File: src/verilog/pct_map.svh
// configuration register offsets, field positions and counts for the pnp loader
// assumes inclusion by the package, the shift chain and the top module only
`ifndef PCT_MAP_SVH
`define PCT_MAP_SVH
`define PCT_IDX_RES_BYTE 8'h04
`define PCT_IDX_RES_STAT 8'h05
`define PCT_IDX_ACTIVATE 8'h30
`define PCT_IDX_RAM_HI 8'h40
`define PCT_IDX_RAM_LO 8'h41
`define PCT_IDX_RAM_SIZE 8'h44
`define PCT_IDX_ROM_HI 8'h48
`define PCT_IDX_ROM_LO 8'h49
`define PCT_IDX_ROM_SIZE 8'h4c
`define PCT_IDX_IO_HI 8'h60
`define PCT_IDX_IO_LO 8'h61
`define PCT_IDX_IRQ 8'h70
`define PCT_CHAIN_BITS 22
`define PCT_CNT_W 5
`define PCT_VALID_BIT 0
`define PCT_ACT_BIT 0
`define PCT_ROM_OFF_SIZE 2'b11
`endif

File: src/verilog/pct_pkg.sv
// types shared by the pnp configuration loader
// assumes pct_map.svh for widths
`default_nettype none
`include "pct_map.svh"
package pct_pkg;
    typedef enum logic [1:0] {
        PCT_WAIT_KEY, PCT_SLEEP, PCT_ISOLATE, PCT_CONFIG
    } pct_pnp_state_e;
    typedef logic [`PCT_CHAIN_BITS-1:0] pct_chain_t;
    // internal register images fed by the chain
    typedef struct packed {
        logic [7:0] ram_window;
        logic [7:0] rom_window;
        logic [7:0] io_window;
        logic [7:0] general;
    } pct_internal_s;
    // host side port access
    typedef struct packed {
        logic addr_wr;
        logic data_wr;
        logic data_rd;
        logic [7:0] wdata;
    } pct_host_s;
endpackage
`default_nettype wire

File: src/verilog/pct_shift_chain.sv
// bidirectional 22 bit serial chain between pnp and internal register images
// assumes start pulses only while idle; one bit per enabled clock
`default_nettype none
`include "pct_map.svh"
module pct_shift_chain (
    input wire logic clk,
    input wire logic rst,
    input wire logic ce,
    input wire logic start_fwd,
    input wire logic start_rev,
    input wire pct_pkg::pct_chain_t load_fwd,
    input wire pct_pkg::pct_chain_t load_rev,
    output logic busy,
    output logic done_fwd,
    output logic done_rev,
    output pct_pkg::pct_chain_t result
);
    import pct_pkg::*;
    pct_chain_t src;
    logic dir_rev;
    logic [`PCT_CNT_W-1:0] count;
    always_ff @(posedge clk) begin
        if (rst) begin
            src <= '0;
            result <= '0;
            busy <= 1'b0;
            dir_rev <= 1'b0;
            count <= '0;
            done_fwd <= 1'b0;
            done_rev <= 1'b0;
        end else if (ce) begin
            done_fwd <= 1'b0;
            done_rev <= 1'b0;
            if (!busy && (start_fwd || start_rev)) begin
                busy <= 1'b1;
                dir_rev <= start_rev;
                src <= start_rev ? load_rev : load_fwd;
                count <= '0;
            end else if (busy) begin
                // one bit per clock, msb first, no parallel copy
                result <= {result[`PCT_CHAIN_BITS-2:0], src[`PCT_CHAIN_BITS-1]};
                src <= {src[`PCT_CHAIN_BITS-2:0], 1'b0};
                count <= count + 5'd1;
                if (count == 5'(`PCT_CHAIN_BITS - 1)) begin
                    busy <= 1'b0;
                    done_fwd <= !dir_rev;
                    done_rev <= dir_rev;
                end
            end
        end
    end
endmodule
`default_nettype wire

File: src/verilog/pct_index_port.sv
// address port index register for the 256 entry configuration space
// assumes host strobes are one cycle and same clock
`default_nettype none
module pct_index_port (
    input wire logic clk,
    input wire logic rst,
    input wire logic ce,
    input wire logic addr_wr,
    input wire logic [7:0] wdata,
    output logic [7:0] index
);
    always_ff @(posedge clk) begin
        if (rst) begin
            index <= 8'h00;
        end else if (ce && addr_wr) begin
            index <= wdata;
        end
    end
endmodule
`default_nettype wire

File: src/verilog/pct_loader.sv
// pnp configuration registers, resource string port and activation chain
// assumes key detection and isolation logic drive pnp_state from outside
//
// What this block does
// - the next resource byte is read at index 04 and its valid flag at index 05 bit 0.
// - resource bytes are supplied only while the pnp state is configuration.
// - writing a one to bit 0 of index 30 is the activation command.
// - activation moves the settings to the internal registers over a serial chain.
// - the rest of the device stays inactive until that transfer completes.
// - configuration register accesses outside the allowed states are ignored.
// - unimplemented registers and unused bits read as zero.
// - with both size bits of the internal rom window set the rom configuration registers read zero and are read only.
// - the chain carries exactly 22 bits on each activation.
// - after the initial eerom load the chain runs backwards with inverse remapping.
// - base bits map directly onto the ram, rom and io window registers.
// - ram and rom size codes are remapped 00-10, 01-11, 10-01, 11-00.
// - the irq level is remapped to a 3 bit code in general control bits 6, 3, 2.
// - in io pipe mode configuration register reads return zero and writes are ignored.
// - address port writes set an index into a 256 entry configuration space.
`default_nettype none
`include "pct_map.svh"
module pct_loader (
    input wire logic clk,
    input wire logic rst,
    input wire logic ce,
    input wire pct_pkg::pct_host_s host,
    input wire pct_pkg::pct_pnp_state_e pnp_state,
    input wire logic io_pipe_mode,
    input wire logic [7:0] res_byte_in,
    input wire logic res_byte_avail,
    input wire logic eerom_load_done,
    input wire pct_pkg::pct_internal_s int_defaults,
    output logic [7:0] rdata,
    output logic res_byte_taken,
    output pct_pkg::pct_internal_s int_cfg,
    output logic device_active,
    output logic chain_busy
);
    import pct_pkg::*;

    // ****************************************
    // remapping functions
    // ****************************************
    // pnp size code to internal size code; size_rev undoes it
    function automatic logic [1:0] size_fwd(input logic [1:0] p);
        size_fwd = {~p[1], p[1] ^ p[0]};
    endfunction
    function automatic logic [1:0] size_rev(input logic [1:0] i);
        size_rev = {~i[1], ~i[1] ^ i[0]};
    endfunction
    function automatic logic [2:0] irq_fwd(input logic [3:0] l);
        unique case (l)
            4'h2, 4'h9: irq_fwd = 3'h1;
            4'h3: irq_fwd = 3'h2;
            4'h5: irq_fwd = 3'h3;
            4'h7: irq_fwd = 3'h4;
            4'ha: irq_fwd = 3'h5;
            4'hb: irq_fwd = 3'h6;
            4'hf: irq_fwd = 3'h7;
            default: irq_fwd = 3'h0;
        endcase
    endfunction
    // code 001 stands for two levels; the way back picks 9
    function automatic logic [3:0] irq_rev(input logic [2:0] c);
        unique case (c)
            3'h1: irq_rev = 4'h9;
            3'h2: irq_rev = 4'h3;
            3'h3: irq_rev = 4'h5;
            3'h4: irq_rev = 4'h7;
            3'h5: irq_rev = 4'ha;
            3'h6: irq_rev = 4'hb;
            3'h7: irq_rev = 4'hf;
            default: irq_rev = 4'h0;
        endcase
    endfunction

    // ****************************************
    // index and pnp registers
    // ****************************************
    logic [7:0] index;
    pct_index_port u_index (
        .clk(clk),
        .rst(rst),
        .ce(ce),
        .addr_wr(host.addr_wr),
        .wdata(host.wdata),
        .index(index)
    );

    logic [1:0] ram_hi, rom_hi, ram_size, rom_size;
    logic [2:0] ram_lo, rom_lo, io_lo;
    logic io_hi;
    logic [3:0] irq_level;
    logic activate;
    logic [7:0] res_hold;
    logic res_valid;
    logic cfg_ok;
    logic rom_off;
    logic wr_ok;
    pct_chain_t chain_out;
    pct_chain_t fwd_bits;
    pct_chain_t rev_bits;
    logic done_fwd;
    logic done_rev;
    logic start_fwd;
    logic start_rev;
    logic busy;
    logic act_wr;
    logic eerom_seen;

    assign cfg_ok = (pnp_state == PCT_CONFIG) && !io_pipe_mode;
    assign rom_off = (int_cfg.rom_window[5:4] == `PCT_ROM_OFF_SIZE);
    // writes are dropped while the chain runs, so a shifted image never tears
    assign wr_ok = ce && host.data_wr && cfg_ok && !busy && !start_rev;
    assign act_wr = wr_ok && (index == `PCT_IDX_ACTIVATE);

    // ****************************************
    // host writes
    // ****************************************
    always_ff @(posedge clk) begin
        if (rst) begin
            ram_hi <= '0;
            ram_lo <= '0;
            ram_size <= '0;
            io_hi <= 1'b0;
            io_lo <= '0;
            irq_level <= '0;
        end else if (done_rev && ce) begin
            // the defaults win over a host write in the same cycle
            {ram_hi[1], ram_hi[0], ram_lo} <= chain_out[21:17];
            ram_size <= size_rev(chain_out[16:15]);
            {io_hi, io_lo} <= chain_out[7:4];
            irq_level <= irq_rev(chain_out[2:0]);
        end else if (wr_ok) begin
            unique case (index)
                `PCT_IDX_RAM_HI: ram_hi <= host.wdata[1:0];
                `PCT_IDX_RAM_LO: ram_lo <= host.wdata[7:5];
                `PCT_IDX_RAM_SIZE: ram_size <= host.wdata[6:5];
                `PCT_IDX_IO_HI: io_hi <= host.wdata[0];
                `PCT_IDX_IO_LO: io_lo <= host.wdata[7:5];
                `PCT_IDX_IRQ: irq_level <= host.wdata[3:0];
                default: ;
            endcase
        end
    end

    // rom registers kept apart: while the rom is disabled only the eerom reverse load changes them
    always_ff @(posedge clk) begin
        if (rst) begin
            rom_hi <= '0;
            rom_lo <= '0;
            rom_size <= '0;
        end else if (done_rev && ce) begin
            {rom_hi, rom_lo} <= chain_out[14:10];
            rom_size <= size_rev(chain_out[9:8]);
        end else if (wr_ok && !rom_off) begin
            unique case (index)
                `PCT_IDX_ROM_HI: rom_hi <= host.wdata[1:0];
                `PCT_IDX_ROM_LO: rom_lo <= host.wdata[7:5];
                `PCT_IDX_ROM_SIZE: rom_size <= host.wdata[6:5];
                default: ;
            endcase
        end
    end

    // ****************************************
    // activation
    // ****************************************
    always_ff @(posedge clk) begin
        if (rst) begin
            activate <= 1'b0;
        end else if (act_wr) begin
            activate <= host.wdata[`PCT_ACT_BIT];
        end
    end
    // a one written to the activate bit launches the chain each time
    assign start_fwd = act_wr && host.wdata[`PCT_ACT_BIT];

    // one shot: a later eerom recall must not overwrite host settings
    always_ff @(posedge clk) begin
        if (rst) begin
            eerom_seen <= 1'b0;
        end else if (ce && eerom_load_done && !eerom_seen && !busy) begin
            eerom_seen <= 1'b1;
        end
    end
    assign start_rev = ce && eerom_load_done && !eerom_seen && !busy;

    // msb first order: ram base, ram size, rom base, rom size, io base, irq
    assign fwd_bits = {ram_hi, ram_lo, size_fwd(ram_size), rom_hi, rom_lo,
        size_fwd(rom_size), io_hi, io_lo, 1'b0, irq_fwd(irq_level)};
    assign rev_bits = {int_defaults.ram_window[6], int_defaults.ram_window[3:0],
        int_defaults.ram_window[5:4], int_defaults.rom_window[6],
        int_defaults.rom_window[3:0], int_defaults.rom_window[5:4],
        int_defaults.io_window[4:1], 1'b0, int_defaults.general[6],
        int_defaults.general[3:2]};

    pct_shift_chain u_chain (
        .clk(clk),
        .rst(rst),
        .ce(ce),
        .start_fwd(start_fwd),
        .start_rev(start_rev),
        .load_fwd(fwd_bits),
        .load_rev(rev_bits),
        .busy(busy),
        .done_fwd(done_fwd),
        .done_rev(done_rev),
        .result(chain_out)
    );

    // ****************************************
    // internal registers and activity gate
    // ****************************************
    // bit positions follow the chain order of fwd_bits
    always_ff @(posedge clk) begin
        if (rst) begin
            int_cfg <= '0;
        end else if (ce && done_fwd) begin
            int_cfg.ram_window <= {1'b0, chain_out[21], chain_out[16:15], chain_out[20:17]};
            int_cfg.rom_window <= {1'b0, chain_out[14], chain_out[9:8], chain_out[13:10]};
            int_cfg.io_window <= {3'b000, chain_out[7:4], 1'b0};
            int_cfg.general <= {1'b0, chain_out[2], 2'b00, chain_out[1:0], 2'b00};
        end else if (ce && done_rev) begin
            int_cfg <= int_defaults;
        end
    end

    // low from the activating write until the new image has landed
    always_ff @(posedge clk) begin
        if (rst) begin
            device_active <= 1'b0;
        end else if (ce && start_fwd) begin
            device_active <= 1'b0;
        end else if (ce && done_fwd) begin
            device_active <= activate;
        end
    end

    // registered, so it rises together with busy after the launch and falls one cycle after busy
    always_ff @(posedge clk) begin
        if (rst) begin
            chain_busy <= 1'b0;
        end else if (ce) begin
            chain_busy <= busy || start_fwd || start_rev;
        end
    end

    // ****************************************
    // resource string byte and reads
    // ****************************************
    // a read clears valid first; the refill waits a cycle, so no stale flag shows
    logic rd_res;
    assign rd_res = ce && host.data_rd && cfg_ok && index == `PCT_IDX_RES_BYTE;
    always_ff @(posedge clk) begin
        if (rst) begin
            res_hold <= '0;
            res_valid <= 1'b0;
            res_byte_taken <= 1'b0;
        end else if (ce) begin
            res_byte_taken <= 1'b0;
            if (rd_res) begin
                res_valid <= 1'b0;
            end else if (!res_valid && res_byte_avail && cfg_ok && !res_byte_taken) begin
                res_hold <= res_byte_in;
                res_valid <= 1'b1;
                res_byte_taken <= 1'b1;
            end
        end
    end

    // unknown indexes and unused bits fall through to zero
    always_ff @(posedge clk) begin
        if (rst) begin
            rdata <= '0;
        end else if (ce && host.data_rd) begin
            rdata <= 8'h00;
            if (cfg_ok) begin
                unique case (index)
                    `PCT_IDX_RES_BYTE: rdata <= res_hold;
                    `PCT_IDX_RES_STAT: rdata <= {7'h00, res_valid};
                    `PCT_IDX_ACTIVATE: rdata <= {7'h00, activate};
                    `PCT_IDX_RAM_HI: rdata <= {6'h00, ram_hi};
                    `PCT_IDX_RAM_LO: rdata <= {ram_lo, 5'h00};
                    `PCT_IDX_RAM_SIZE: rdata <= {1'b0, ram_size, 5'h00};
                    `PCT_IDX_ROM_HI: rdata <= rom_off ? 8'h00 : {6'h00, rom_hi};
                    `PCT_IDX_ROM_LO: rdata <= rom_off ? 8'h00 : {rom_lo, 5'h00};
                    `PCT_IDX_ROM_SIZE: rdata <= rom_off ? 8'h00 : {1'b0, rom_size, 5'h00};
                    `PCT_IDX_IO_HI: rdata <= {7'h00, io_hi};
                    `PCT_IDX_IO_LO: rdata <= {io_lo, 5'h00};
                    `PCT_IDX_IRQ: rdata <= {4'h0, irq_level};
                    default: rdata <= 8'h00;
                endcase
            end
        end
    end
endmodule
`default_nettype wire

File: config.mk
export PLATFORM = sky130hd
export DESIGN_NAME = pct_loader
export DESIGN_NICKNAME = d
export VERILOG_FILES = /design/src/verilog/pct_pkg.sv /design/src/verilog/pct_shift_chain.sv /design/src/verilog/pct_index_port.sv /design/src/verilog/pct_loader.sv
export VERILOG_INCLUDE_DIRS = /design/src /design/src/verilog
export SDC_FILE = /design/constraint.sdc
export NUM_CORES = 1
export LEC_CHECK = 0
export BUFFER_PORTS_ARGS = -buffer_cell sky130_fd_sc_hd__buf_2
export CORE_MARGIN = 3
export CORE_UTILIZATION = 51
export CTS_CLUSTER_SIZE = 24
export DETAILED_ROUTE_END_ITERATION = 7
export PLACE_DENSITY_LB_ADDON = 0.3
export SETUP_SLACK_MARGIN = 0.2
export SLEW_MARGIN = 20
export SYNTH_ARGS = -nofsm -noshare
export SYNTH_HDL_FRONTEND = slang
export SYNTH_SLANG_ARGS = --single-unit
File: constraint.sdc
create_clock -name clk -period 2.4 [get_ports clk]
set_clock_uncertainty 0.1 [all_clocks]
set_input_delay 0.12 -clock clk [delete_from_list [all_inputs] [get_ports clk]]
set_output_delay 0.12 -clock clk [all_outputs]
set_load 0.1 [all_outputs]
# Yosys cells after proc, flatten, opt, wreduce, memory -nomap -nowiden
# Memory sizes are Yosys's and may differ from the RTL's. A register that Yosys moved wholly into a read port is not among the register bits.
# Cells that the tools add are included.
# Widths: inputs -> output; s select.
# word_totals
latch_bits,0
elab_cells,185
mem_bits_rw,0
ff_bits,137
rom_bits,48
mem_count,1
output_inout_bits,43
inputBits,59
# classes
reduce_logical,63
addsub,1
order_cmp,0
n_mux,55
shift,0
multipliers,0
n_eq_ne,22
div_mod_pow,0
bitwise,10
# mem_list
name,depth,word_bits,rd,rd_ports_with_merged_regs,write_ports,line,text
(name not given),16,3,1,1,0,pct_loader.sv:52,unique case (l)
# op_table
op,count
$pmux 8 s12,1
$eq 8x7->1 const B,9
$mux 22,3
$mux 31,2
$pmux 4 s7,1
$reduce_bool 2->1,14
$mux 3,9
$mux 2,13
$reduce_and 2->1,12
$logic_and 1x1->1,22
$mux 4,5
$eq 8x3->1 const B,2
$mux 1,16
$mux 8,2
$eq 3x3->1 const B,4
$mux 5,2
$eq 8x6->1 const B,1
$logic_not 1->1,8
$mux 7,1
$eq 3x2->1 const B,2
$not 1->1,6
$reduce_and 3->1,2
$add 5x1->5 const B,1
$eq 5x5->1 const B,1
5 further kinds,12

# Depth between registers and ports, before layout
# Gate-level depths: netlist of run 1.
# logic_depth
depth_word,11
ltp_mapped,11
ltp_nobuf,9

# Hierarchy
# A second synthesis of run 1 with hierarchy kept.
# unflattened
cells_unflattened,800
area_unflattened_um2,6710.2
# by_module_without_submodules
module,seq_area_each_um2,cells_each,area_per_inst_um2,n_inst
pct_loader,1581.5,476,3866.2,1
pct_shift_chain,1061.0,287,2477.4,1
pct_index_port,160.2,37,366.6,1

# Worst setup path after synthesis of run 1
# OpenSTA, ideal clock, no wires.
# synth_timing
path_kind,reg2reg
from,register u_index.index[3]
to,register fwd_bits[0] (netlist name)
period_less_slack_ns,2.386
setup_time_ns,0.079
n_path_buf,1
arrival_ns,2.207
t_required_ns,2.221
stages_incl_launch_ff,10
slack_ns,0.014
cell_sequence,dfxtp_1 buf_2 nor4b_2 nor4b_2 a31oi_1 a21oi_1 inv_1 ha_1 o21a_1 a22oi_1
# synth_via
elab_chain_cells,5
# synth_rtl
item,line,text
start: declaration,pct_index_port.sv:10,output logic [7:0] index
start signal: assignment,pct_index_port.sv:16,index <= wdata;
$eq 8x7->1,pct_loader.sv:135,unique case (index)
$reduce_bool 2->1 (no line),--,
$reduce_and 2->1 (no line),--,
$mux 4 (no line) (2 in a row),--,
# No other way between the ends.
# A chain may end at the register's enable or synchronous reset.

# Final worst setup path of run 1
# layout_timing
from,register u_index.index[3]
to,register u_chain.src[7]
# layout_via
elab_chain_cells,7
word_cells_on_any_way,8
classes_between,1 x eq/ne; 1 x mux; 6 x reduce/logical
# layout_rtl
item,line,text
$eq 8x6->1 (*),--,
$logic_and 1x1->1 (*),pct_loader.sv:115,assign act_wr = wr_ok && (index == `PCT_IDX_ACTIVATE);
$logic_and 1x1->1 (*),pct_loader.sv:177,assign start_fwd = act_wr && host.wdata[`PCT_ACT_BIT];
$logic_or 1x1->1 (*),pct_shift_chain.sv:34,if (!busy && (start_fwd || start_rev)) begin
$logic_and 1x1->1 (*),pct_shift_chain.sv:34,
$reduce_bool 2->1 (no line),--,
$reduce_and 2->1 (no line),--,
end signal: assignment,pct_shift_chain.sv:37,src <= start_rev ? load_rev : load_fwd;
end signal: assignment,pct_shift_chain.sv:42,"src <= {src[`PCT_CHAIN_BITS-2:0], 1'b0};"
end: declaration,pct_shift_chain.sv:19,pct_chain_t src;
# Every way passes the cells marked *; elsewhere a longest branch is shown, timed or not.

==> out/metrics.cfg, run 1 <==
[synth]
netlist.area_leader.share_pct=43.3
async_flop_share_pct=0
synthMuxAreaShare_pct=3.86
ys_seq_area_share_pct=43.3
ys.flop_type=dfxtp_1
synth_compound_area_share_pct=20.5
synth_top_area_cell=dfxtp_1
yosysWarnings=0
synth_fa_ha_area_share_pct=0.773
avgSynthCellArea_sq_um=8.10
ys_top_cells_by_area=dfxtp_1, nand2_1, a311oi_1, a21oi_1, nor2_1
ys_top_cells_by_count=nand2_1, dfxtp_1, nor2_1
synthesis.area_sq_um=6480
synth-xor-area-share_pct=0.946
synthSimpleGateAreaFrac_pct=25.9
synth_top_family_by_area=simple AND/OR/NAND/NOR gates
synth_nets=863
netlist-cell-type-count=58
synth_cells=800
synth_seq_cells=140
yosysMostFrequentCell=nand2_1
synth_edf_count=0

[sta]
drv_slew=0
timing.hold.ws_ns=0.0326
fin_setup_tns_ns=0
min_period_ns=2.28
finalHoldViolations=0
setup_ws_ns=0.119
final-setup-viol-count=0
maxSlewHeadroom_pct=49.8
rsz0062_at_grt=yes
fmax_mhz=438
worst_pin_slew_ns=0.751
post-route-period-util_pct=95.1

[route]
first_pass_iters=5
initialDrtViolationCount=741
wl_per_cell_um=18.6
vias_per_cell=5.91
wl_um=21400
ant_nets=0
drc=0
vias=6772

[final_layout]
final_core_util_pct=73.2
layout-drive-gt1-share_pct=25.3
antenna_cells=0
areaGrowthSynthToFinish_pct=38.0
final_area_sq_um=8940
fin_nets=1028

[place]
gp_congestion=0.952
port_buffers=101
dpl.hpwl_um=12900
dpl-instance-area_sq_um=7240
dp_slack_ns=0.0597

[global_route]
grt_pass1_vias=6187
grt_max_degree=106
grt_pass1_wl_um=31900
gr-total-overflow=0
groute.usage.overall_pct=27.8
antenna_found_initial=0

[floorplanning]
core_sq_um=12200
die_area_sq_um=14100
die_h_um=119
row_count=40
ios=102
dieWidth_um=119
start_util_pct=53.0

[critical_path]
worstSetupStartpoint=u_index.index[3]
worstSetupEndpointType=flop
worst-path-max-fanout=7
crit_arrival_ns=2.46
critical_path_class=flop to flop
rr_worst_depth=8
crit_required_ns=2.58
r2r_start=u_index.index[3]
startpoint_type=flop

[clock_network]
clock-sinks=140
clk_latency_ns=0.42
clk_path_buf_depth=2
cts_root_buf=clkbuf_16
path_clk_slew_ns=0.06
cts_buffers=17
tritoncts=built
h-tree-depth=4

[worst_hold_path]
hold_depth=5
holdCritStartpoint=res_byte_avail
hold_path.class=primary input to flop

[status]
status=finished, final reports clean

[run]
cap_violations=0

[pwr]
ir_drop_v=0.000505
clockPowerShare_pct=48.1
power.density_nw_per_um2=630
p_leak_nw=3.48
internal-power_mw=4.31
power_frac_seq_pct=42.6
switchingPower_mw=1.32
p_sw_share_pct=23.5
comb_power_share_pct=9.3

[placed cells by master (no fill, tap or decap), drive strengths merged, types with 4 or more instances in the layout]
master       instances
nand2              180
buf                150
dfxtp              140
nor2                77
a21oi               69
dlygate4sd3         59
a311oi              45
a211oi              33
mux2i               25
nand3               24
clkbuf              23
nor2b               21
nand3b              10
a22oi                9
nor3                 9
a31oi                8
inv                  7
nand2b               7
clkinv               7
o21ai                7
and3                 6
a22o                 4
xnor2                4
ha                   4
or3                  4
[area by class of cell]
class                           instances  area (sq um)
Clock inverter                         12           144
Sequential cell                       140          2820
Fill cell                             936          3280
Tap cell                              168           210
Inverter                                7          26.3
Multi-Input combinational cell        587          3630
Clock buffer                           20           467
Timing Repair Buffer                  212          1640
[state kept, by name, summed over array words and instances, names as in the netlist, 4 cells and up]
| register | flops |
|---|---|
| u_chain.result | 22 |
| res_hold | 8 |
| irq_level | 4 |
| u_chain.count | 5 |
| rdata | 8 |
| u_index.index | 8 |
| u_chain.src | 22 |
| int_cfg | 32 |
[metal layers]
layer  routed length, um  vias up  part of all wire, %  global-route usage [%]
li1                    -     3162                    -                       -
met5                   0        -                    0                       0
met1                9100     3223                   43                    37.9
met4                 535        0                  2.5                    8.83
met2               10200      332                   48                    45.0
met3                1570       55                  7.3                    4.64
[power groups by stage]
stage | logic (mW) | clock network (mW) | registers (mW)
after floorplan | 0.210 | 0 | 2.45
final | 0.521 | 2.71 | 2.40
after global routing | 0.555 | 2.82 | 2.40
after detailed placement | 0.350 | 0 | 2.45
after global placement | 0.339 | 0 | 2.45
after CTS | 0.429 | 2.72 | 2.40
[worst paths after layout]
check | to | slack (ns)
max | u_chain.src[7] | 0.12
min | res_valid | 0.03
max reg2reg | u_chain.src[7] | 0.12
min reg2reg | int_cfg[0] | 0.35
[through the flow]
step / cells / total power [mW]
final: 1146 / 5.63
after global routing: 1146 / 5.78
after CTS: 1127 / 5.55
after detailed placement: 1033 / 2.80
after global placement: 1033 / 2.78
after floorplan: 800 / 2.66
[worst max-delay path: stages, from the launching register on]
cell,delay (ns)
dfxtp_4,0.36
buf_6,0.11
or4_4,0.43
nor4_4,0.17
buf_6,0.17
a31oi_4,0.21
clkbuf_16,0.25
a211oi_2,0.24
a311oi_1,0.09
[cells by family (layout without fill, tap and decap cells)]
logic type	Yosys count	count (layout)
AOI/OAI and AO/OA	192	192
xor gates and xnor gates	7	7
adders and majority gates	4	4
buffers and inverters	73	251
DFF	140	140
muxes	25	25
and+or+nand+nor	359	359
[timing repair]
| action | CTS | global route |
|---|---|---|
| setup buffers | 3 | 12 |
| pin swaps | 2 | 27 |
| hold endpoints to repair | 63 | 0 |
| gates resized for setup | 12 | 55 |
| hold buffers | 59 | 0 |
| endpoints found under the setup margin | 31 | 48 |
| cloned | 0 | 7 |
Note: power is estimated with default switching activity, not from simulation.
==> inputs of run 2 (changes only) <==
--- a/config.mk
+++ b/config.mk
@@ -9,6 +9,7 @@
 export BUFFER_PORTS_ARGS = -buffer_cell sky130_fd_sc_hd__buf_2
 export CORE_MARGIN = 3
 export CORE_UTILIZATION = 51
+export CTS_BUF_LIST = sky130_fd_sc_hd__clkbuf_16
 export CTS_CLUSTER_SIZE = 24
 export DETAILED_ROUTE_END_ITERATION = 7
 export PLACE_DENSITY_LB_ADDON = 0.3
==> run 2 against run 1 <==
Net effect:
- critical path depth unchanged
- via count about the same
- die area unchanged
- sequential share of layout area increased by 0.066 points
- combinational power decreased by 0.8%
- sequential power hardly changed
- cell area shrank 0.21%
- register-to-register slack hardly changed
- worst hold slack improved by 0.0095 ns
- routed wire length down 2.1%
- final cell count is 0.17% lower
- critical path type unchanged
- largest power group unchanged
==> out/metrics.cfg, run 2 (synthesized netlist as in run 1, its figures left out) <==
[final_layout]
seq_area_sq_um=2820
final_cell_mix=nand2_1, dfxtp_1, buf_2
fillers=937
final_core_util_pct=73.0
antenna_cells=0
largest-register=int_cfg
reg_top3=int_cfg x32, u_chain.result x22, u_chain.src x22
layout-drive-gt1-share_pct=25.1
largest_register_ffs=32
areaGrowthSynthToFinish_pct=37.7
final_cells=1144
final_area_sq_um=8920
fin_nets=1026
final_common_cell=nand2_1
multi_input_area_sq_um=3680

[clock_network]
tritoncts=built
path_clk_slew_ns=0.06
cts_buffers=17
clk_path_buf_depth=2
h-tree-depth=4
cts_root_buf=clkbuf_16
clk_latency_ns=0.42
clock-sinks=140

[pwr]
ir_drop_v=0.000506
power.density_nw_per_um2=621
totalPowerFinal_mw=5.53
p_leak_nw=3.45

[route]
ant_nets=0
initialDrtViolationCount=609
wl_um=20900
vias=6767
vias_per_cell=5.92
first_pass_iters=7
wl_per_cell_um=18.3
drc=0

[critical_path]
r2r_slack_ns=0.13
worstSetupStartpoint=u_index.index[3]
r2r_start=u_index.index[3]
startpoint_type=flop
worst-path-max-fanout=8
path_buf_inv=3
path_common_cell=buf_6
critical_path_class=flop to flop
r2r_end=u_chain.src[7]
cp_slowest_cell=or4_4
critical-path-top-delay-family=simple AND/OR/NAND/NOR gates
max_stage_delay_ns=0.43
crit_required_ns=2.59
rr_worst_depth=8
worstSetupEndpointType=flop
path_depth=8
path_cells=buf_6, or4_4, nor4_4, buf_6, a31oi_4, clkbuf_16, a211oi_2, a311oi_1
critPathCapture=u_chain.src[7]
crit_arrival_ns=2.46

[run]
cap_violations=0

[sta]
maxSlewHeadroom_pct=48.8
setup_ws_ns=0.128
rsz0062_at_grt=yes
finalHoldViolations=0
fin_setup_tns_ns=0
worst_pin_slew_ns=0.765
final-setup-viol-count=0
drv_slew=0
post-route-period-util_pct=94.7
fmax_mhz=440
timing.hold.ws_ns=0.0420
min_period_ns=2.27

[floorplanning]
start_util_pct=53.0
ios=102
core_sq_um=12200
die_area_sq_um=14100
dieWidth_um=119
row_count=40
die_h_um=119

[place]
gp_congestion=0.952
dpl-instance-area_sq_um=7240
dpl.hpwl_um=12900
dp_slack_ns=0.0597
dp.cells=1033
port_buffers=101

[global_route]
grt_pass1_wl_um=32100
grt_max_degree=106
groute.usage.overall_pct=28.0
gr-total-overflow=0
grt_pass1_vias=6257
antenna_found_initial=0

[worst_hold_path]
hold_depth=5
hold_path.class=primary input to flop

[status]
status=finished, final reports clean

run 2: report_power, final:
part | leakage (nW) | switching [mW] | internal (mW) | total [mW]
combinational | 2.02 | 0.283 | 0.234 | 0.517
clock | 0.284 | 1.01 | 1.61 | 2.62
sequential | 1.14 | 0.0334 | 2.36 | 2.40
total | 3.45 | 1.33 | 4.21 | 5.53
run 2: how the worst min path moves through the flow:
stage                          startpoint           to
after floorplan           int_defaults[0]   int_cfg[0]
after global placement     res_byte_in[7]  res_hold[7]
after detailed placement   res_byte_in[5]  res_hold[5]
after CTS                  res_byte_avail    res_valid
after global routing       res_byte_avail    res_valid
final                      res_byte_avail    res_valid
run 2: layer usage:
metal / vias up / GRT usage [%] / part of all wire, %
li1: 3158 / - / -
met1: 3235 / 38.0 / 44
met2: 325 / 45.1 / 47
met3: 49 / 4.83 / 7.2
met4: 0 / 9.56 / 2.3
met5: - / 0 / 0
run 2: timing repair:
action                                  CTS  global route
resized for setup                        14            54
pin swaps                                 2            33
gates cloned                              1             4
buffers inserted                          4            11
endpoints found under the setup margin   31            50
hold buffers                             59             0
hold endpoints to repair                 63             0
run 2: final cells by class:
class                   instances  share of cell area, %
multi-input cells             587                   41.3
flip-flops and latches        140                   31.6
repair buffers                210                   17.9
clock buffers                  17                   4.77
well taps                     168                   2.36
clock inverters                15                   1.74
inverters                       7                  0.295
run 2: worst min-delay path, stage by stage:
cell,delay (ns)
buf_2,0.10
nand3b_1,0.09
nor2_1,0.05
o21bai_1,0.12
nor2_1,0.04
==> inputs of run 3 (changes only) <==
--- a/config.mk
+++ b/config.mk
@@ -12,6 +12,7 @@
 export CTS_BUF_LIST = sky130_fd_sc_hd__clkbuf_16
 export CTS_CLUSTER_SIZE = 24
 export DETAILED_ROUTE_END_ITERATION = 7
+export MAX_ROUTING_LAYER = met4
 export PLACE_DENSITY_LB_ADDON = 0.3
 export SETUP_SLACK_MARGIN = 0.2
 export SLEW_MARGIN = 20
==> run 3 against run 2 <==
Net effect:
- combinational power about the same
- die area unchanged
- fmax down 4.8%
- core utilization up 0.72 points
- sequential share of layout area down 0.38 points
- worst setup slack worse by 0.11 ns
- non-clock buffer count up 2
- worst hold slack better by 0.00060 ns
==> out/metrics.cfg, run 3 (synthesized netlist as in run 1, its figures left out) <==
[sta]
maxSlewHeadroom_pct=52.8
post-route-period-util_pct=99.4
worst_pin_slew_ns=0.709
timing.hold.ws_ns=0.0426
finalHoldViolations=0
final-setup-viol-count=0
setup_ws_ns=0.0134
min_period_ns=2.39
rsz0062_at_grt=yes
fmax_mhz=419
drv_slew=0

[floorplanning]
dieWidth_um=119
row_count=40
die_h_um=119
die_area_sq_um=14100
core_sq_um=12200
ios=102
start_util_pct=53.0

[critical_path]
startpoint_type=flop
r2r_start=u_index.index[7]
r2r_end=rom_size[1]
crit_required_ns=2.57
r2r_slack_ns=0.01
rr_worst_depth=7
worstSetupEndpointType=flop
worst-path-max-fanout=4
critical_path_class=flop to flop
crit_arrival_ns=2.56

[route]
drc=0
wl_per_cell_um=18.6
ant_nets=0
first_pass_iters=5
initialDrtViolationCount=689
vias_per_cell=5.91
wl_um=21300
vias=6742

[run]
cap_violations=0

[final_layout]
fillers=912
largest_register_ffs=32
antenna_cells=0
reg_top3=int_cfg x32, u_chain.result x22, u_chain.src x22
layout-drive-gt1-share_pct=26.0
final_area_sq_um=9000
final_cell_mix=nand2_1, dfxtp_1, buf_2
fin_nets=1028
final_common_cell=nand2_1
largest-register=int_cfg
areaGrowthSynthToFinish_pct=39.0
final_cells=1141

[clock_network]
clk_latency_ns=0.43
clk_path_buf_depth=2
clock-sinks=140
cts_root_buf=clkbuf_16
h-tree-depth=4
path_clk_slew_ns=0.06
tritoncts=built
cts_buffers=17

[place]
dpl.hpwl_um=12900
port_buffers=101
dp.cells=1034
dpl-instance-area_sq_um=7260
dp_slack_ns=0.0820
gp_congestion=0.984

[worst_hold_path]
holdCritStartpoint=res_byte_avail
hold_path.class=primary input to flop
hold_depth=5
holdPathEnd=res_valid

[global_route]
grt_pass1_wl_um=32100
gr-total-overflow=0
use_met2_pct=45.1
antenna_found_initial=0
grt.met3_usage_pct=6.22
grt_pass1_vias=6317
groute.usage.overall_pct=28.9
grt-busiest-layer=met2
use_met1_pct=38.0
grt_max_degree=105

[pwr]
internal-power_mw=3.85
ir_drop_v=0.000372
totalPowerFinal_mw=5.12
power.density_nw_per_um2=569
switchingPower_mw=1.27
clockPowerShare_pct=43.0
power_frac_seq_pct=46.9
comb_power_share_pct=10.1
p_leak_nw=3.47
p_sw_share_pct=24.8

[status]
status=finished, final reports clean

[run 3: area by class of cell]
| type | instances | area, sq um | area share (%) |
|---|---|---|---|
| multi-input combinational | 587 | 3830 | 42.6 |
| sequential | 140 | 2810 | 31.2 |
| timing repair buffer | 212 | 1660 | 18.4 |
| clock buffer | 17 | 425 | 4.72 |
| tap | 168 | 210 | 2.33 |
| clock inverter | 10 | 42.5 | 0.472 |
| inverter | 7 | 26.3 | 0.292 |
[run 3: critical path, cell delays in order, from the launching register on]
cell      delay [ns]
dfxtp_4         0.36
buf_4           0.15
or4b_4          0.51
or3_4           0.39
nor2_4          0.14
and3_4          0.21
mux2i_2         0.25
a211oi_2        0.11
[run 3: per-stage QoR]
stage | setup TNS [ns] | utilization [%]
after global routing | -0.0446 | 73.7
final | 0 | 73.7
after floorplan | 0 | -
after global placement | 0 | 59.4
after detailed placement | 0 | 59.4
after CTS | 0 | 68.8
[run 3: per-layer routing]
metal  vias up  routed length (um)
met5         -                   0
met4         0                 424
met3        54                1520
met2       311               10300
met1      3214                9000
li1       3163                   -
[run 3: how the worst max path moves through the flow]
stage / depth (start not counted) / from / end
5_1_grt: 8 / u_index.index[2] / u_chain.count[4]
2_1_floorplan: 9 / u_index.index[3] / fwd_bits[0]
3_5_place_dp: 8 / u_index.index[6] / fwd_bits[0]
3_3_place_gp: 9 / u_index.index[6] / fwd_bits[0]
4_1_cts: 9 / u_index.index[2] / fwd_bits[0]
6_report: 7 / u_index.index[7] / rom_size[1]
[run 3: power by group through the flow]
stage / logic (mW) / clock network (mW) / registers (mW)
after global placement: 0.341 / 0 / 2.45
after CTS: 0.429 / 2.20 / 2.40
after detailed placement: 0.349 / 0 / 2.45
final: 0.516 / 2.20 / 2.40
after global routing: 0.549 / 2.32 / 2.40
after floorplan: 0.210 / 0 / 2.45
[run 3: repair_timing]
item                       4_1_cts  5_1_grt
buffers inserted                 5       10
hold endpoints to repair        63        0
setup endpoints to repair       24       41
gates cloned                     0        6
resized for setup               14       82
pin swaps                        9       85
hold buffers                    59        0
